==> config.mk <==
export PLATFORM = sky130hd
export DESIGN_NAME = instrument_error_queue
export DESIGN_NICKNAME = d
export VERILOG_FILES = /design/src/verilog/error_queue_pkg.sv /design/src/verilog/instrument_error_queue.sv /design/src/verilog/error_text_rom.sv
export VERILOG_INCLUDE_DIRS = /design/src /design/src/verilog
export SDC_FILE = /design/constraint.sdc
export NUM_CORES = 1
export LEC_CHECK = 0
export BUFFER_PORTS_ARGS = -buffer_cell sky130_fd_sc_hd__buf_2
export CAP_MARGIN = 20
export CORE_ASPECT_RATIO = 1.75
export CORE_MARGIN = 8
export CORE_UTILIZATION = 35
export CTS_CLUSTER_SIZE = 12
export DETAILED_ROUTE_END_ITERATION = 8
export PLACE_DENSITY = 0.5
export SETUP_SLACK_MARGIN = 0.2
export SLEW_MARGIN = 20
export SYNTH_ARGS = -nofsm -noshare
export SYNTH_HDL_FRONTEND = slang
export SYNTH_SLANG_ARGS = --single-unit
==> constraint.sdc <==
create_clock -name ref_clk_i -period 2.2 [get_ports ref_clk_i]
set_clock_uncertainty 0.05 [all_clocks]
set_input_delay 0.22 -clock ref_clk_i [delete_from_list [all_inputs] [get_ports ref_clk_i]]
set_output_delay 0.22 -clock ref_clk_i [all_outputs]
set_load 0.01 [all_outputs]
==> src/verilog/error_queue_cfg.svh <==
`ifndef ERROR_QUEUE_CFG_SVH
`define ERROR_QUEUE_CFG_SVH
`define EQ_DEPTH         5'd20
`define EQ_CODE_W        10
`define EQ_MSG_W         8
`define EQ_CHAR_MAX      7'd80
`define EQ_CODE_NONE     10'sd0
`define EQ_CODE_OVERFLOW -10'sd350
`define EQ_MSG_NONE      8'h00
`define EQ_MSG_OVERFLOW  8'h01
`define EQ_PTR_RST       5'h00
`define EQ_EMPTY_RST     1'b1
`define EQ_CHAR_PAD      8'h20
`endif

==> src/verilog/error_queue_pkg.sv <==
package error_queue_pkg;
  typedef logic signed [9:0] err_code_t;
  typedef logic [7:0]        msg_idx_t;
  typedef logic [4:0]        ptr_t;
  typedef logic [6:0]        len_t;
  typedef logic [7:0]        char_t;
endpackage : error_queue_pkg

==> src/verilog/instrument_error_queue.sv <==
`timescale 1ns/1ps
`default_nettype none
`include "error_queue_cfg.svh"

// Summary of operation
// - records leave in arrival order, oldest first.
// - each query outside a clear-status cycle returns one record and removes it.
// - empty queue answers code zero with the no-error message.
// - error arriving with twenty stored and no read in the same cycle overwrites newest with overflow code -350.
// - after overflow, new errors dropped until one record is read.
// - power-up reset and clear-status empty the queue.
// - reset command leaves contents and read position alone.
// - record is signed code plus message index; text read out one character at a time, up to 80 characters.
module instrument_error_queue (
  input  wire logic                          ref_clk_i,
  input  wire logic                          reset_n_i,
  input  wire logic                          clk_en_i,
  input  wire logic                          err_valid_i,
  input  wire error_queue_pkg::err_code_t    err_code_i,
  input  wire error_queue_pkg::msg_idx_t     err_msg_i,
  input  wire logic                          query_i,
  input  wire logic                          clear_status_i,
  input  wire logic                          reset_cmd_i,
  input  wire logic [6:0]                    char_pos_i,
  output logic                               resp_valid_o,
  output error_queue_pkg::err_code_t         resp_code_o,
  output error_queue_pkg::msg_idx_t          resp_msg_o,
  output logic [7:0]                         resp_char_o,
  output logic [6:0]                         resp_len_o,
  output logic [4:0]                         count_o,
  output logic                               full_o,
  output logic                               empty_o
);

  // ==========================================================
  // state
  typedef struct packed {
    error_queue_pkg::err_code_t [19:0] code;
    error_queue_pkg::msg_idx_t  [19:0] msg;
    error_queue_pkg::ptr_t             wr;
    error_queue_pkg::ptr_t             rd;
    logic [4:0]                        cnt;
    logic                              ovf;
    logic                              rv;
    error_queue_pkg::err_code_t        rc;
    error_queue_pkg::msg_idx_t         rm;
    logic [7:0]                        ch;
    logic [6:0]                        ln;
    logic                              full;
    logic                              empty;
  } state_s;

  state_s q, d;
  logic [7:0] rom_char;
  logic [6:0] rom_len;

  function automatic error_queue_pkg::ptr_t inc(input error_queue_pkg::ptr_t p);
    inc = (p == `EQ_DEPTH - 5'd1) ? `EQ_PTR_RST : p + 5'd1;
  endfunction : inc

  function automatic error_queue_pkg::ptr_t dec(input error_queue_pkg::ptr_t p);
    dec = (p == `EQ_PTR_RST) ? `EQ_DEPTH - 5'd1 : p - 5'd1;
  endfunction : dec

  // text lookup for the record being answered
  error_text_rom u_text (
    .msg_idx_i  (q.rm),
    .char_pos_i (char_pos_i),
    .char_o     (rom_char),
    .len_o      (rom_len)
  );

  wire logic is_full  = q.full;
  wire logic is_empty = q.empty;

  // ==========================================================
  // next state
  always_comb begin
    d = q;
    d.rv = 1'b0;
    d.ch = rom_char;
    d.ln = rom_len;
    // reset_cmd_i deliberately not used: queue survives it
    if (clear_status_i) begin
      d.wr  = `EQ_PTR_RST;
      d.rd  = `EQ_PTR_RST;
      d.cnt = 5'd0;
      d.ovf = 1'b0;
    end else begin
      if (query_i) begin
        d.rv = 1'b1;
        if (is_empty) begin
          d.rc = `EQ_CODE_NONE;
          d.rm = `EQ_MSG_NONE;
        end else begin
          d.rc  = q.code[q.rd];
          d.rm  = q.msg[q.rd];
          d.rd  = inc(q.rd);
          d.cnt = q.cnt - 5'd1;
          d.ovf = 1'b0;
        end
      end
      if (err_valid_i) begin
        if (!is_full || (query_i && !is_empty)) begin
          // a read in the same cycle frees a slot, so store normally
          d.code[q.wr] = err_code_i;
          d.msg[q.wr]  = err_msg_i;
          d.wr  = inc(q.wr);
          d.cnt = d.cnt + 5'd1;
        end else if (!q.ovf) begin
          d.code[dec(q.wr)] = `EQ_CODE_OVERFLOW;
          d.msg[dec(q.wr)]  = `EQ_MSG_OVERFLOW;
          d.ovf = 1'b1;
        end
        // otherwise dropped while overflowed
      end
    end
    // flags kept in flip-flops so full_o and empty_o leave a register
    d.full  = (d.cnt == `EQ_DEPTH);
    d.empty = (d.cnt == 5'd0);
  end

  always_ff @(posedge ref_clk_i or negedge reset_n_i) begin
    if (!reset_n_i) begin
      q <= '0;
      q.empty <= `EQ_EMPTY_RST;
    end else if (clk_en_i) begin
      q <= d;
    end
  end

  assign resp_valid_o = q.rv;
  assign resp_code_o  = q.rc;
  assign resp_msg_o   = q.rm;
  assign resp_char_o  = q.ch;
  assign resp_len_o   = q.ln;
  assign count_o      = q.cnt;
  assign full_o       = is_full;
  assign empty_o      = is_empty;
endmodule : instrument_error_queue
`default_nettype wire

==> src/verilog/error_text_rom.sv <==
`timescale 1ns/1ps
`default_nettype none
`include "error_queue_cfg.svh"

module error_text_rom (
  input  wire logic [7:0] msg_idx_i,
  input  wire logic [6:0] char_pos_i,
  output logic      [7:0] char_o,
  output logic      [6:0] len_o
);

  // ==========================================================
  // message text tables, expanded at read-out
  localparam logic [8*16-1:0] TXT_NONE = "No error        ";
  localparam logic [8*16-1:0] TXT_OVFL = "Too many errors ";
  localparam logic [8*16-1:0] TXT_GEN  = "Device error    ";

  logic [8*16-1:0] txt;
  logic [6:0]      n;

  always_comb begin
    case (msg_idx_i)
      `EQ_MSG_NONE:     begin txt = TXT_NONE; n = 7'h08; end
      `EQ_MSG_OVERFLOW: begin txt = TXT_OVFL; n = 7'h0F; end
      default:          begin txt = TXT_GEN;  n = 7'h0C; end
    endcase
    len_o = (n > `EQ_CHAR_MAX) ? `EQ_CHAR_MAX : n;
    if (char_pos_i < n) begin
      char_o = txt[8*(15 - char_pos_i[3:0]) +: 8];
    end else begin
      char_o = `EQ_CHAR_PAD;
    end
  end

endmodule : error_text_rom
`default_nettype wire

Word-level counts from Yosys, hierarchy flattened
Cells that the tools add are included.

Output and inout port bits: 41. Word-level logic and storage cells: 129. Bits of input ports: 32. Register bits: 412.

Multiplexer cells: 35. Equality and inequality tests: 6. Bitwise operators: 7. Order comparisons: 7. $add $sub $neg: 6. Shift-type cells: 1. Reduce and logical (&&, ||, !) cells: 16.

Operators by type and width (count): 2-to-1 mux 360 bit (2); one-hot mux 125 bit (2 select lines) (1); bitwise mux 200 bit (1); bitwise mux 160 bit (1); AND 140 bit (1); inverter 140 bit (1); variable part select 128 x 33 -> 8 bit (1); AND 120 bit (1); inverter 120 bit (1); demux 10 bit (select 5 bit) (2); demux 8 bit (select 5 bit) (2); bitwise OR 80 bit (1); 2-to-1 mux 30 bit (2); binary-select mux 10 bit (select 5 bit) (1); binary-select mux 8 bit (select 5 bit) (1); 2-to-1 mux 8 bit (4); 2-to-1 mux 10 bit (3); 2-to-1 mux 5 bit (6); bitwise OR 20 bit (1); 2-to-1 mux 19 bit (1); less-than comparator 5 x 6 -> 1 bit (second input constant) (3); 2-to-1 mux 18 bit (1); 2-to-1 mux 16 bit (1); adder 5 x 1 -> 5 bit (second input constant) (3); 23 further kinds (36).

Depth between registers and ports, before layout
Gate-level depths: netlist of run 1.

Depth in word-level cells: 10. Mapped depth: 10. Gate-level depth less buffers: 8.

Modules after synthesis
Synthesis of run 1 repeated with hierarchy kept, for this count alone.

Cells, all modules: 2234. Area total of the unflattened synthesis: 21185.3 um2.

Modules (own cells, without submodules): instrument_error_queue (seq. area each 10311.1 um2, times used 1, area an instance 20548.5 um2, cells each 2132); error_text_rom (seq. area each 0.0 um2, times used 1, area an instance 636.9 um2, cells each 102).

Worst setup path after synthesis of run 1
Ideal clock, no wire load.

Kind: register -> register. Start point: register q[47] (netlist bit). End point: register q[53] (netlist bit). Stages on the path, launching flop included: 11. Required time: 2029 ps. Path slack: -133 ps. Setup time: 121 ps. Clock period less this slack: 2333 ps. Buffers on the path: 2. Data arrival time: 2162 ps. Cells stage by stage: dfrtp_1 > inv_1 > ha_1 > buf_2 > nor2_1 > a21oi_1 > a2111oi_2 > and3_1 > o21ai_2 > buf_2 > a22o_1.

Longest elaborated chain between the ends: 10. Elaborated cells between the ends (all ways): 18. Those cells by class: add/sub: 1; order compare: 4; mux: 8; bitwise: 2; reduce/logical: 3.

RTL lines: start, declared (RTL line instrument_error_queue.sv:53) `state_s q, d;`; subtractor 5 x 1 -> 5 bit or logical NOT 5 bit (tied branches); 2-to-1 mux 5 bit (RTL line instrument_error_queue.sv:62) `` dec = (p == `EQ_PTR_RST) ? `EQ_DEPTH - 5'd1 : p - 5'd1; ``; less-than comparator 5 x 6 -> 1 bit (no line) or greater-or-equal comparator 5 x 1 -> 1 bit (tied branches); logical AND 1 bit (no line); 2-to-1 mux 8 bit (no line); demux 8 bit (select 5 bit) (no line); inverter 140 bit (no line); AND 140 bit (no line); 2-to-1 mux 360 bit (RTL line instrument_error_queue.sv:110) `end else if (!q.ovf) begin`; 2-to-1 mux 360 bit * (RTL line instrument_error_queue.sv:104) `if (!is_full || (query_i && !is_empty)) begin`.

Mark *: on every way between the ends. The rest lies on a longest branch, timed or not. The select of a mux whose other input is x is not followed. A chain may end at the register's enable or synchronous reset.

Worst setup path in the final report of run 1
Start point: register q[42] (netlist bit). End point: register q, in the netlist resp_code_o[4].

Longest elaborated chain between the ends: 5.

RTL lines: binary-select mux 10 bit (select 5 bit) (RTL line instrument_error_queue.sv:96) `d.rc = q.code[q.rd];`; 2-to-1 mux 10 bit (implied by the code) (RTL line instrument_error_queue.sv:96); 2-to-1 mux 18 bit (RTL line instrument_error_queue.sv:92) `if (is_empty) begin`; 2-to-1 mux 30 bit (RTL line instrument_error_queue.sv:90) `if (query_i) begin`; 2-to-1 mux 30 bit (RTL line instrument_error_queue.sv:84) `if (clear_status_i) begin`.

No other way between the ends. The select of a mux whose other input is x is not followed.

==> summary.md, run 1 <==
| Metric | Value |
|---|---|
| Min-delay src | `char_pos_i[3]` |
| Worst Path Arrival | `2730 ps` |
| Top_reg_cell synth | `dfrtp_1` |
| Sequential fraction of the synthesis area | `0.524` |
| Most numerous cell in the Yosys netlist | `dfrtp_1` |
| Hold Path End | `resp_char_o[2]` |
| Place WS | `-142 ps` |
| Total Negative Setup Slacks | `-12800 ps` |
| H-tree levels | `2` |
| Post-route setup slack | `-137 ps` |
| Clk root buf | `clkbuf_16` |
| DRC Markers | `0` |
| Critical path type | `flop to flop` |
| Clk sinks | `407` |
| CTS Buffer Depth | `3` |
| M2 GR Usage | `0.383` |
| CP peak stage delay | `580 ps` |
| Synth warnings | `0` |
| Number of synthesized flops with an enable pin | `0` |
| IO Count | `73` |
| Met1 GRT Util | `0.225` |
| Hold Path Class | `input port to flop` |
| Hold Crit Depth | `3` |
| Post-Route WL | `67200 um` |
| Syn Inst Count | `1488` |
| Syn Area/Cell | `13.1 um^2` |
| # rows | `114` |
| RD Place Congestion | `0.898` |
| Synthesized cell area | `0.0194 mm^2` |
| Vias in the first global route | `15.1k` |
| FF-to-FF path depth | `6` |
| Reg-to-Reg Start | `q[42]` |
| CP max-delay cell | `dfrtp_4` |
| Nets@finish | `1715` |
| DR vias/cell | `6.01` |
| Total GRT Usage | `0.205` |
| Die area | `0.0636 mm^2` |
| Antenna violations before repair | `0` |
| Gate power share | `0.365` |
| Synth top area cells | `dfrtp_1 52%, a22o_1 12%, mux4_2 11%, o22a_1 4.5%, buf_4 1.8%` |
| GR peak layer | `met2` |
| Worst Path Max Fanout | `8` |
| Maximum VDD drop | `601 uV` |
| P_int | `0.0178 W` |
| Synth-to-Final Area Change | `26.3%` |
| Initial cell density of the core | `0.353` |
| Skew-Pair Late Insertion Delay | `560 ps` |
| Req. time, crit path | `2600 ps` |
| Switch share | `0.329` |
| Clock power frac | `0.266` |
| Relative slew slack | `0.584` |
| Outcome | `finished with violations` |
| RSZ-0062 raised after global routing | `yes` |
| Most frequent cells after synthesis | `406 x dfrtp_1, 262 x a22o_1, 100 x o22a_1, 98 x mux4_2, 70 x nand2_1` |
| Final setup vio count | `256` |
| CP Cell Sequence | `buf_8, buf_12, mux4_2, mux4_2, inv_2, o21ai_1` |
| PwrDens | `1080 mW/mm^2` |
| Final min period | `2340 ps` |
| Core footprint | `0.0551 mm^2` |
| Sequential Power Share | `0.369` |
| FFs w/ async S/R, synth | `1.00` |
| Die height | `328 um` |
| Synth top area share | `0.523` |
| Worst reg2reg setup slack | `-140 ps` |
| Total gr overflow | `0` |
| Max Slew Vio Count | `0` |
| Fmax | `0.428 GHz` |
| First drt pass iteration count | `5` |
| CTS tree | `built` |
| DP Wirelength | `43900 um` |
| Crit path launch type | `flop` |
| Clk slew on worst S/H paths | `70 ps` |
| Sw Pwr | `0.00873 W` |
| Final Util | `0.446` |
| WL/cell | `28.2 um` |
| Ratio of final minimum period to clock period | `1.06` |
| Share of cells above drive strength 1 | `0.370` |
| Violated checks | `setup timing` |
| Global-route wire length before repair | `99500 um` |
| Initial DRC count | `1079` |
| GRT met3 Usage | `0.0220` |
| Antenna viol nets, final | `0` |
| Leading area contributor after synthesis | `dfrtp_1` |
| Synth cell types | `77` |
| Crit. End Element | `flop` |
| Number of synthesized register bits | `407` |
| Fill cells | `4967` |
| Leak | `11.0 nW` |
| Largest net degree at the start of global routing | `63` |
| DIE WIDTH | `194 um` |
| Hold Vio Cnt, Final | `0` |
| Critical R2R Capture | `resp_code_o[4]` |
| Worst-Margin Slew | `623 ps` |
| Via count | `14.3k` |
| Most frequent CP cell | `mux4_2` |
| Total power | `0.0266 W` |
| IO Port Bufs | `67` |
| Max_cap viols | `0` |
| Cts bufs inserted | `42` |
==> area by class of cell <==
type / instances / area, um^2 / area share
diodes: 1 / 2.50 / 0.000102
clock buffers: 54 / 1160 / 0.0471
inverters: 44 / 175 / 0.00713
multi-input cells: 872 / 9050 / 0.369
clock inverters: 8 / 136 / 0.00555
well taps: 696 / 871 / 0.0355
repair buffers: 302 / 2970 / 0.121
flip-flops and latches: 407 / 10200 / 0.415
==> cell families after synthesis <==
| kind of cell | Yosys count | share of synthesized area |
|---|---|---|
| compound gates | 516 | 0.218 |
| xor+xnor | 13 | 0.00586 |
| fa+ha+maj | 14 | 0.00901 |
| buf+inv | 216 | 0.0577 |
| flops | 407 | 0.524 |
| mux | 116 | 0.131 |
| other cells | 1 | 0.000193 |
| simple gates | 205 | 0.0543 |
==> worst max-delay path by stage <==
stage,startpoint,end,slack [ps]
6_report,q[42],resp_code_o[4],-140
5_1_grt,q[47],q[288],-170
4_1_cts,q[42],resp_code_o[3],-90
3_5_place_dp,empty_o,q[375],-140
3_3_place_gp,q[49],q[305],-120
2_1_floorplan,resp_msg_o[6],resp_char_o[4],20
==> power by group through the flow <==
stage	Sequential [W]	Clock, W	Combinational [W]
2_1_floorplan	0.00950	0	0.00558
3_3_place_gp	0.00983	0	0.00813
3_5_place_dp	0.00984	0	0.00823
4_1_cts	0.00975	0.00726	0.00898
5_1_grt	0.00993	0.00747	0.0103
6_report	0.00982	0.00706	0.00969
==> worst max-delay path: cells and delay by family, from the launching register on <==
kind | cells | cell delay, ps
AO/OA/AOI/OAI | 1 | 50
buffers and inverters | 3 | 400
flip-flops | 1 | 580
multiplexers | 2 | 1130
==> metal layers <==
layer  part of all wire  vias to the layer above
met2               0.54                      489
met4              0.060                        0
met5                  0                        -
met3              0.038                      156
met1               0.36                     7589
li1                   -                     6082
==> through the flow <==
stage               std cells  hold WS, ps  instance area (um^2)
floorplan                1491         -126                 19700
global placement         2260          190                 21700
detailed placement       2260          193                 21700
CTS                      2362         23.5                 24000
global route             2383         56.5                 24600
finish                   2384         56.9                 24600
==> cell usage in the layout (no fill, tap or decap), types with 9 or more instances in the layout <==
master / n
a22oi_1: 19
mux4_2: 101
and2_4: 10
inv_2: 17
o22a_1: 100
buf_2: 66
buf_12: 35
inv_1: 24
clkbuf_16: 47
a32o_2: 9
a21oi_1: 17
o21ai_2: 14
and3_1: 9
dfrtp_1: 401
buf_6: 52
a22o_1: 262
nor2_1: 38
o21ai_0: 16
nor2_4: 9
buf_4: 131
nand2_1: 59
o21ai_1: 11
==> what timing repair did <==
action | in CTS | in global routing
cloned | 12 | 7
endpoints found under the setup margin | 390 | 391
pin swaps | 125 | 30
gates resized for setup | 153 | 73
hold buffers | 3 | 0
buffers inserted | 25 | 14
hold endpoints to repair | 51 | 0
==> flip-flops by register name (all words and copies together) (netlist names) <==
signal / cells
resp_msg_o: 8
full_o: 1
empty_o: 1
resp_code_o: 10
count_o: 5
q: 371
resp_char_o: 7
resp_len_o: 3
resp_valid_o: 1
No activity file was read; power rests on OpenSTA's default activity.
==> inputs of run 2 (changes only) <==
- CORE_UTILIZATION: 35 -> 45
- PLACE_DENSITY: 0.5 -> 0.61
==> summary.md, run 2 (same netlist as run 1, synthesis figures left out) <==
| Metric | Value |
|---|---|
| Leak | `10.7 nW (-2.6%)` |
| Final setup vio count | `152 (-41%)` |
| WP buf/inv | `3 (unchanged)` |
| Largest net degree at the start of global routing | `67 (+6.3%)` |
| Global-route wire length before repair | `93900 um (-5.6%)` |
| Skew-Pair Late Insertion Delay | `560 ps (about the same)` |
| Hold Path Class | `input port to flop` |
| Family with the most delay on the worst path | `multiplexers` |
| Antenna violations before repair | `2 (+2)` |
| Total gr overflow | `0 (unchanged)` |
| Placed insts | `2099 (-7.1%)` |
| Share of cells above drive strength 1 | `0.363 (-0.00728)` |
| Via count | `14.3k (-0.035%)` |
| Most frequent CP cell | `mux4_2` |
| Met3 wire length | `3230 um (+27%)` |
| Most frequent cells in the layout | `399 x dfrtp_1, 262 x a22o_1, 115 x buf_4, 103 x mux4_2, 100 x o22a_1` |
| Worst reg2reg setup slack | `-130 ps (about the same)` |
| Final min period | `2330 ps (-4.72 ps)` |
| Max_cap viols | `0 (unchanged)` |
| Final Util | `0.557 (+0.111)` |
| Vias in the first global route | `15.0k (-0.41%)` |
| Worst Path Max Fanout | `7 (-1)` |
| Total Negative Setup Slacks | `-4980 ps (+7820 ps)` |
| Die area | `0.0504 mm^2 (-21%)` |
| Relative slew slack | `0.594 (+0.00999)` |
| FF-to-FF path depth | `6 (unchanged)` |
| Outcome | `finished with violations` |
| CTS Buffer Depth | `3 (unchanged)` |
| Met1 WL | `22300 um (-8.7%)` |
| CP peak stage delay | `610 ps (+30 ps)` |
| Req. time, crit path | `2590 ps (about the same)` |
| Met2 wire len | `32500 um (-10%)` |
| Design Area, Final | `0.0239 mm^2 (-2.5%)` |
| Reg-to-Reg Start | `q[42]` |
| Clk slew on worst S/H paths | `60 ps (about the same)` |
| IO Port Bufs | `67 (unchanged)` |
| Dpl cell area | `0.0213 mm^2 (-1.4%)` |
| CP startpoint | `q[42]` |
| Worst-Margin Slew | `608 ps (-15.0 ps)` |
| Fmax | `0.429 GHz (+0.20%)` |
| Crit path to | `resp_code_o[2]` |
| DIE WIDTH | `173 um (-11%)` |
| Largest register FFs | `371 (unchanged)` |
| RSZ-0062 raised after global routing | `yes` |
| H-tree levels | `2 (unchanged)` |
| CTS tree | `built` |
| Initial DRC count | `1254 (+16%)` |
| Hold Vio Cnt, Final | `0 (unchanged)` |
| CP Cell Sequence | `buf_12, buf_4, mux4_2, mux4_2, inv_2, o21ai_1` |
| Worst Path Arrival | `2720 ps (about the same)` |
| Synth-to-Final Area Change | `23.1%` |
| Ratio of final minimum period to clock period | `1.06 (-0.00214)` |
| CP max-delay cell | `mux4_2` |
| PwrDens | `1080 mW/mm^2 (+0.16%)` |
| Levels on crit path | `6 (unchanged)` |
| Total GRT Usage | `0.241 (+0.0360)` |
| Die height | `291 um (-11%)` |
| Clk root buf | `clkbuf_16` |
| DP Wirelength | `41200 um (-6.2%)` |
| Max Slew Vio Count | `0 (unchanged)` |
| Post-Route WL | `62300 um (-7.3%)` |
| Core footprint | `0.0430 mm^2 (-22%)` |
| Crit path launch type | `flop` |
| Most common cell after layout, fill and taps aside | `dfrtp_1` |
| Biggest register | `q` |
| Clk sinks | `407 (unchanged)` |
| Nets@finish | `1684 (-1.8%)` |
| Highest routed layer | `met5` |
| Critical path type | `flop to flop` |
| Crit. End Element | `flop` |
| Finished Layout Cells | `2219 (-6.9%)` |
| Antenna viol nets, final | `0 (unchanged)` |
| DRC Markers | `0 (unchanged)` |
| Maximum VDD drop | `550 uV (-8.5%)` |
| # rows | `101 (-11%)` |
| IO Count | `73 (unchanged)` |
| Violated checks | `setup timing` |
| DR vias/cell | `6.45 (+7.4%)` |
| WL/cell | `28.1 um (-0.40%)` |
| First drt pass iteration count | `7 (+2)` |
| Post-route setup slack | `-133 ps (+4.72 ps)` |
| RD Place Congestion | `0.889 (-0.96%)` |
| Critical R2R Capture | `resp_code_o[2]` |
| Initial cell density of the core | `0.453 (+0.0994)` |
| Worst hold slack | `15.1 ps (-41.8 ps)` |
| Cts bufs inserted | `41 (-2.4%)` |
## run 2: changes by cell type in the layout (fill, tap and decap cells not counted), moves of 4 or more
cell / change
buf_6: -14
buf_12: +8
o21ai_4: -4
nand2_2: +8
buf_4: -16
nand2_1: -7
buf_16: -4
o21ai_1: +6
ha_2: +4
## run 2: per-layer routing
metal	GRT usage	up-vias
met5	0	-
met2	0.424	629
met4	0.148	2
li1	-	6006
met1	0.274	7481
met3	0.0328	193
## run 2: where the power goes
| group | total (W) | switching [W] | internal, W |
|---|---|---|---|
| clock | 0.00671 | 0.00293 | 0.00378 |
| combinational | 0.00938 | 0.00454 | 0.00484 |
| sequential | 0.00985 | 0.00101 | 0.00884 |
| total | 0.0259 | 0.00848 | 0.0175 |
## run 2: final cells by class
type	instances	area (um^2)
Antenna cell	1	2.50
Sequential cell	407	10200
Tap cell	566	708
Clock inverter	4	81.3
Timing Repair Buffer	272	2690
Fill cell	3507	19000
Clock buffer	53	1120
Multi-Input combinational cell	872	8970
Inverter	44	173
## run 2: what timing repair did
action,in CTS,in global routing
setup buffers,18,32
cloned,2,8
hold endpoints to repair,53,0
endpoints found under the setup margin,391,394
hold buffers,2,0
pin swaps,88,70
gates resized for setup,77,126
## run 2: worst reg2reg max path: stages, from the launching register on
cell     delay (ps)
dfrtp_4         560
buf_12          180
buf_4           120
mux4_2          550
mux4_2          610
inv_2            80
o21ai_1          50
## run 2: how the worst min path moves through the flow
stage	start	to	slack [ps]	cells past startpoint
floorplan	reset_n_i	count_o[0]	-130	0
global placement	reset_n_i	resp_len_o[3]	170	1
detailed placement	reset_n_i	resp_len_o[3]	180	1
CTS	char_pos_i[4]	resp_char_o[5]	10	3
global route	char_pos_i[6]	resp_char_o[5]	30	3
finish	char_pos_i[4]	resp_char_o[5]	20	3
## run 2: metrics by stage
step                total power [W]  setup slack, ps
floorplan                    0.0151             23.4
global placement             0.0177            -49.6
detailed placement           0.0179            -67.5
CTS                          0.0250            -42.1
global route                 0.0270             -154
finish                       0.0259             -133
==> inputs of run 3 (changes only) <==
- CELL_PAD_IN_SITES_DETAIL_PLACEMENT: unset -> 0
- CELL_PAD_IN_SITES_GLOBAL_PLACEMENT: unset -> 1
- PLACE_DENSITY: 0.61 -> 0.72
==> summary.md, run 3 (same netlist as run 1, synthesis figures left out) <==
| Metric | Value |
|---|---|
| Max_cap viols | `0 (unchanged)` |
| IO Count | `73 (unchanged)` |
| CTS tree | `built` |
| Initial cell density of the core | `0.453 (unchanged)` |
| CP startpoint | `q[42]` |
| Ratio of final minimum period to clock period | `1.08 (+0.0181)` |
| Placed insts | `2122 (+1.1%)` |
| Worst-Margin Slew | `584 ps (-24.7 ps)` |
| Largest net degree at the start of global routing | `89 (+33%)` |
| Antenna viol nets, final | `0 (unchanged)` |
| FF-to-FF path depth | `6 (unchanged)` |
| Final Util | `0.564 (+0.00699)` |
| Switch share | `0.332 (+0.00482)` |
| Largest register FFs | `371 (unchanged)` |
| Vias in the first global route | `15.4k (+2.4%)` |
| Design Area, Final | `0.0242 mm^2 (+1.3%)` |
| IO Port Bufs | `67 (unchanged)` |
| Sequential Power Share | `0.378 (-0.002)` |
| Reg-to-Reg Start | `q[42]` |
| CP max-delay cell | `dfrtp_4` |
| Die area | `0.0504 mm^2 (unchanged)` |
| Worst Path Arrival | `2750 ps (+30 ps)` |
| Die height | `291 um (unchanged)` |
| CP Cell Sequence | `buf_12, buf_4, mux4_2, mux4_2, inv_1, o21ai_1` |
| Most common cell after layout, fill and taps aside | `dfrtp_1` |
| Hold Path Class | `input port to flop` |
| Violated checks | `setup timing` |
| Crit path to | `resp_code_o[0]` |
| Cts bufs inserted | `41 (unchanged)` |
| Share of cells above drive strength 1 | `0.367 (+0.00392)` |
| DRC Markers | `0 (unchanged)` |
| Max Slew Vio Count | `0 (unchanged)` |
| Via count | `14.6k (+1.9%)` |
| Post-route setup slack | `-172 ps (-39.9 ps)` |
| Worst Path Max Fanout | `13 (+6)` |
| Clk root buf | `clkbuf_16` |
| Leak | `10.9 nW (+1.7%)` |
| CP peak stage delay | `590 ps (-20 ps)` |
| Clk sinks | `407 (unchanged)` |
| Total gr overflow | `0 (unchanged)` |
| WL/cell | `28.3 um (+0.95%)` |
| DIE WIDTH | `173 um (unchanged)` |
| PwrDens | `1070 mW/mm^2 (-0.81%)` |
| RSZ-0062 raised after global routing | `yes` |
| Req. time, crit path | `2580 ps (about the same)` |
| Total power | `0.0261 W (+0.44%)` |
| DP Wirelength | `41900 um (+1.6%)` |
| Relative slew slack | `0.611 (+0.0165)` |
| Worst reg2reg setup slack | `-170 ps (-40 ps)` |
| CTS Buffer Depth | `3 (unchanged)` |
| Most frequent cells in the layout | `401 x dfrtp_1, 262 x a22o_1, 151 x buf_4, 103 x mux4_2, 100 x o22a_1` |
| Synth-to-Final Area Change | `24.7%` |
| Sw Pwr | `0.00865 W (+1.9%)` |
| Fmax | `0.422 GHz (-1.7%)` |
| First drt pass iteration count | `5 (-2)` |
| P_int | `0.0174 W (-0.28%)` |
| Critical R2R Capture | `resp_code_o[0]` |
| Final setup vio count | `303 (+99%)` |
| Clk slew on worst S/H paths | `60 ps (about the same)` |
| Global-route wire length before repair | `96600 um (+2.9%)` |
| Core footprint | `0.0430 mm^2 (unchanged)` |
| Place WS | `-119 ps (-51.2 ps)` |
| Clock power frac | `0.254 (-0.005)` |
| Nets@finish | `1731 (+2.8%)` |
| Total GRT Usage | `0.249 (+0.00841)` |
| Critical path type | `flop to flop` |
| Finished Layout Cells | `2264 (+2.0%)` |
| Hold Vio Cnt, Final | `0 (unchanged)` |
| Fill cells | `3517 (+0.29%)` |
| Sequential cell area | `0.0102 mm^2 (about the same)` |
| Gate power share | `0.368 (+0.006)` |
| Crit. End Element | `flop` |
| DR vias/cell | `6.44 (-0.15%)` |
| # rows | `101 (unchanged)` |
| Most frequent CP cell | `mux4_2` |
| Biggest register | `q` |
| Post-Route WL | `64200 um (+3.0%)` |
| Area of the multi-input gates | `0.00903 mm^2 (+0.71%)` |
| Skew-Pair Late Insertion Delay | `560 ps (about the same)` |
| Antenna violations before repair | `1 (-1)` |
| Final min period | `2370 ps (+39.9 ps)` |
| Initial DRC count | `1262 (+0.64%)` |
| Dpl cell area | `0.0213 mm^2 (-0.30%)` |
| Outcome | `finished with violations` |
| H-tree levels | `2 (unchanged)` |
| Crit path launch type | `flop` |
| RD Place Congestion | `0.896 (+0.82%)` |
| Maximum VDD drop | `605 uV (+9.9%)` |
==> run 3: changes by cell type in the layout (fill, tap and decap cells not counted), moves of 4 or more <==
cell           before  now
buf_6              38   52
o21ai_4             1    8
o21ai_2            13    7
o21ai_1            17   12
o21ai_0            15   20
buf_4             115  151
dlygate4sd3_1       2    6
nand2_2             9    2
nand2_1            52   58
buf_12             43   29
==> run 3: power by group through the flow <==
stage	sequential, W	clock, W	combinational, W
2_1_floorplan	0.00950	0	0.00558
4_1_cts	0.00978	0.00675	0.00916
5_1_grt	0.00996	0.00699	0.0101
3_3_place_gp	0.00985	0	0.00809
6_report	0.00984	0.00663	0.00958
3_5_place_dp	0.00989	0	0.00824
==> run 3: final cells by class <==
type | count | share of cell area
tap | 566 | 0.0292
multi-input combinational | 876 | 0.373
inverter | 44 | 0.00712
clock inverter | 6 | 0.00351
antenna | 1 | 0.000103
timing repair buffer | 315 | 0.122
clock buffer | 49 | 0.0453
sequential | 407 | 0.421
==> run 3: worst min path at each step <==
stage | start | end | slack (ps) | cells after the start
3_3_place_gp | reset_n_i | count_o[1] | 140 | 1
5_1_grt | char_pos_i[3] | resp_char_o[2] | 70 | 3
6_report | char_pos_i[3] | resp_char_o[2] | 60 | 3
3_5_place_dp | reset_n_i | count_o[1] | 150 | 1
2_1_floorplan | reset_n_i | count_o[0] | -130 | 0
4_1_cts | char_pos_i[3] | resp_char_o[2] | 50 | 3
==> run 3: repair_timing <==
item                                   CTS  global route
endpoints found under the hold margin   96             0
setup endpoints to repair              391           392
hold buffers                             6             0
buffers inserted                        49            11
resized for setup                      168            44
pin swaps                              128            33
cloned                                  14             6
==> run 3: per-layer routing <==
metal	vias up	part of all wire	track usage
li1	6106	-	-
met1	7620	0.35	0.279
met2	644	0.51	0.428
met3	210	0.051	0.0341
met4	0	0.083	0.188
met5	-	0	0
==> run 3: per-stage QoR <==
stage                     setup TNS [ps]  hold slack (ps)
after global routing              -31560             74.4
after global placement             -3560              144
after detailed placement           -3940              146
after CTS                          -5150             47.1
after floorplan                        0             -126
final                             -16810             60.8
==> run 3: worst max-delay path, delay by kind of cell (launching register included) <==
kind / cells / cell delay [ps]
buf+inv: 3 / 420
mux: 2 / 1120
compound gates: 1 / 60
flops: 1 / 590
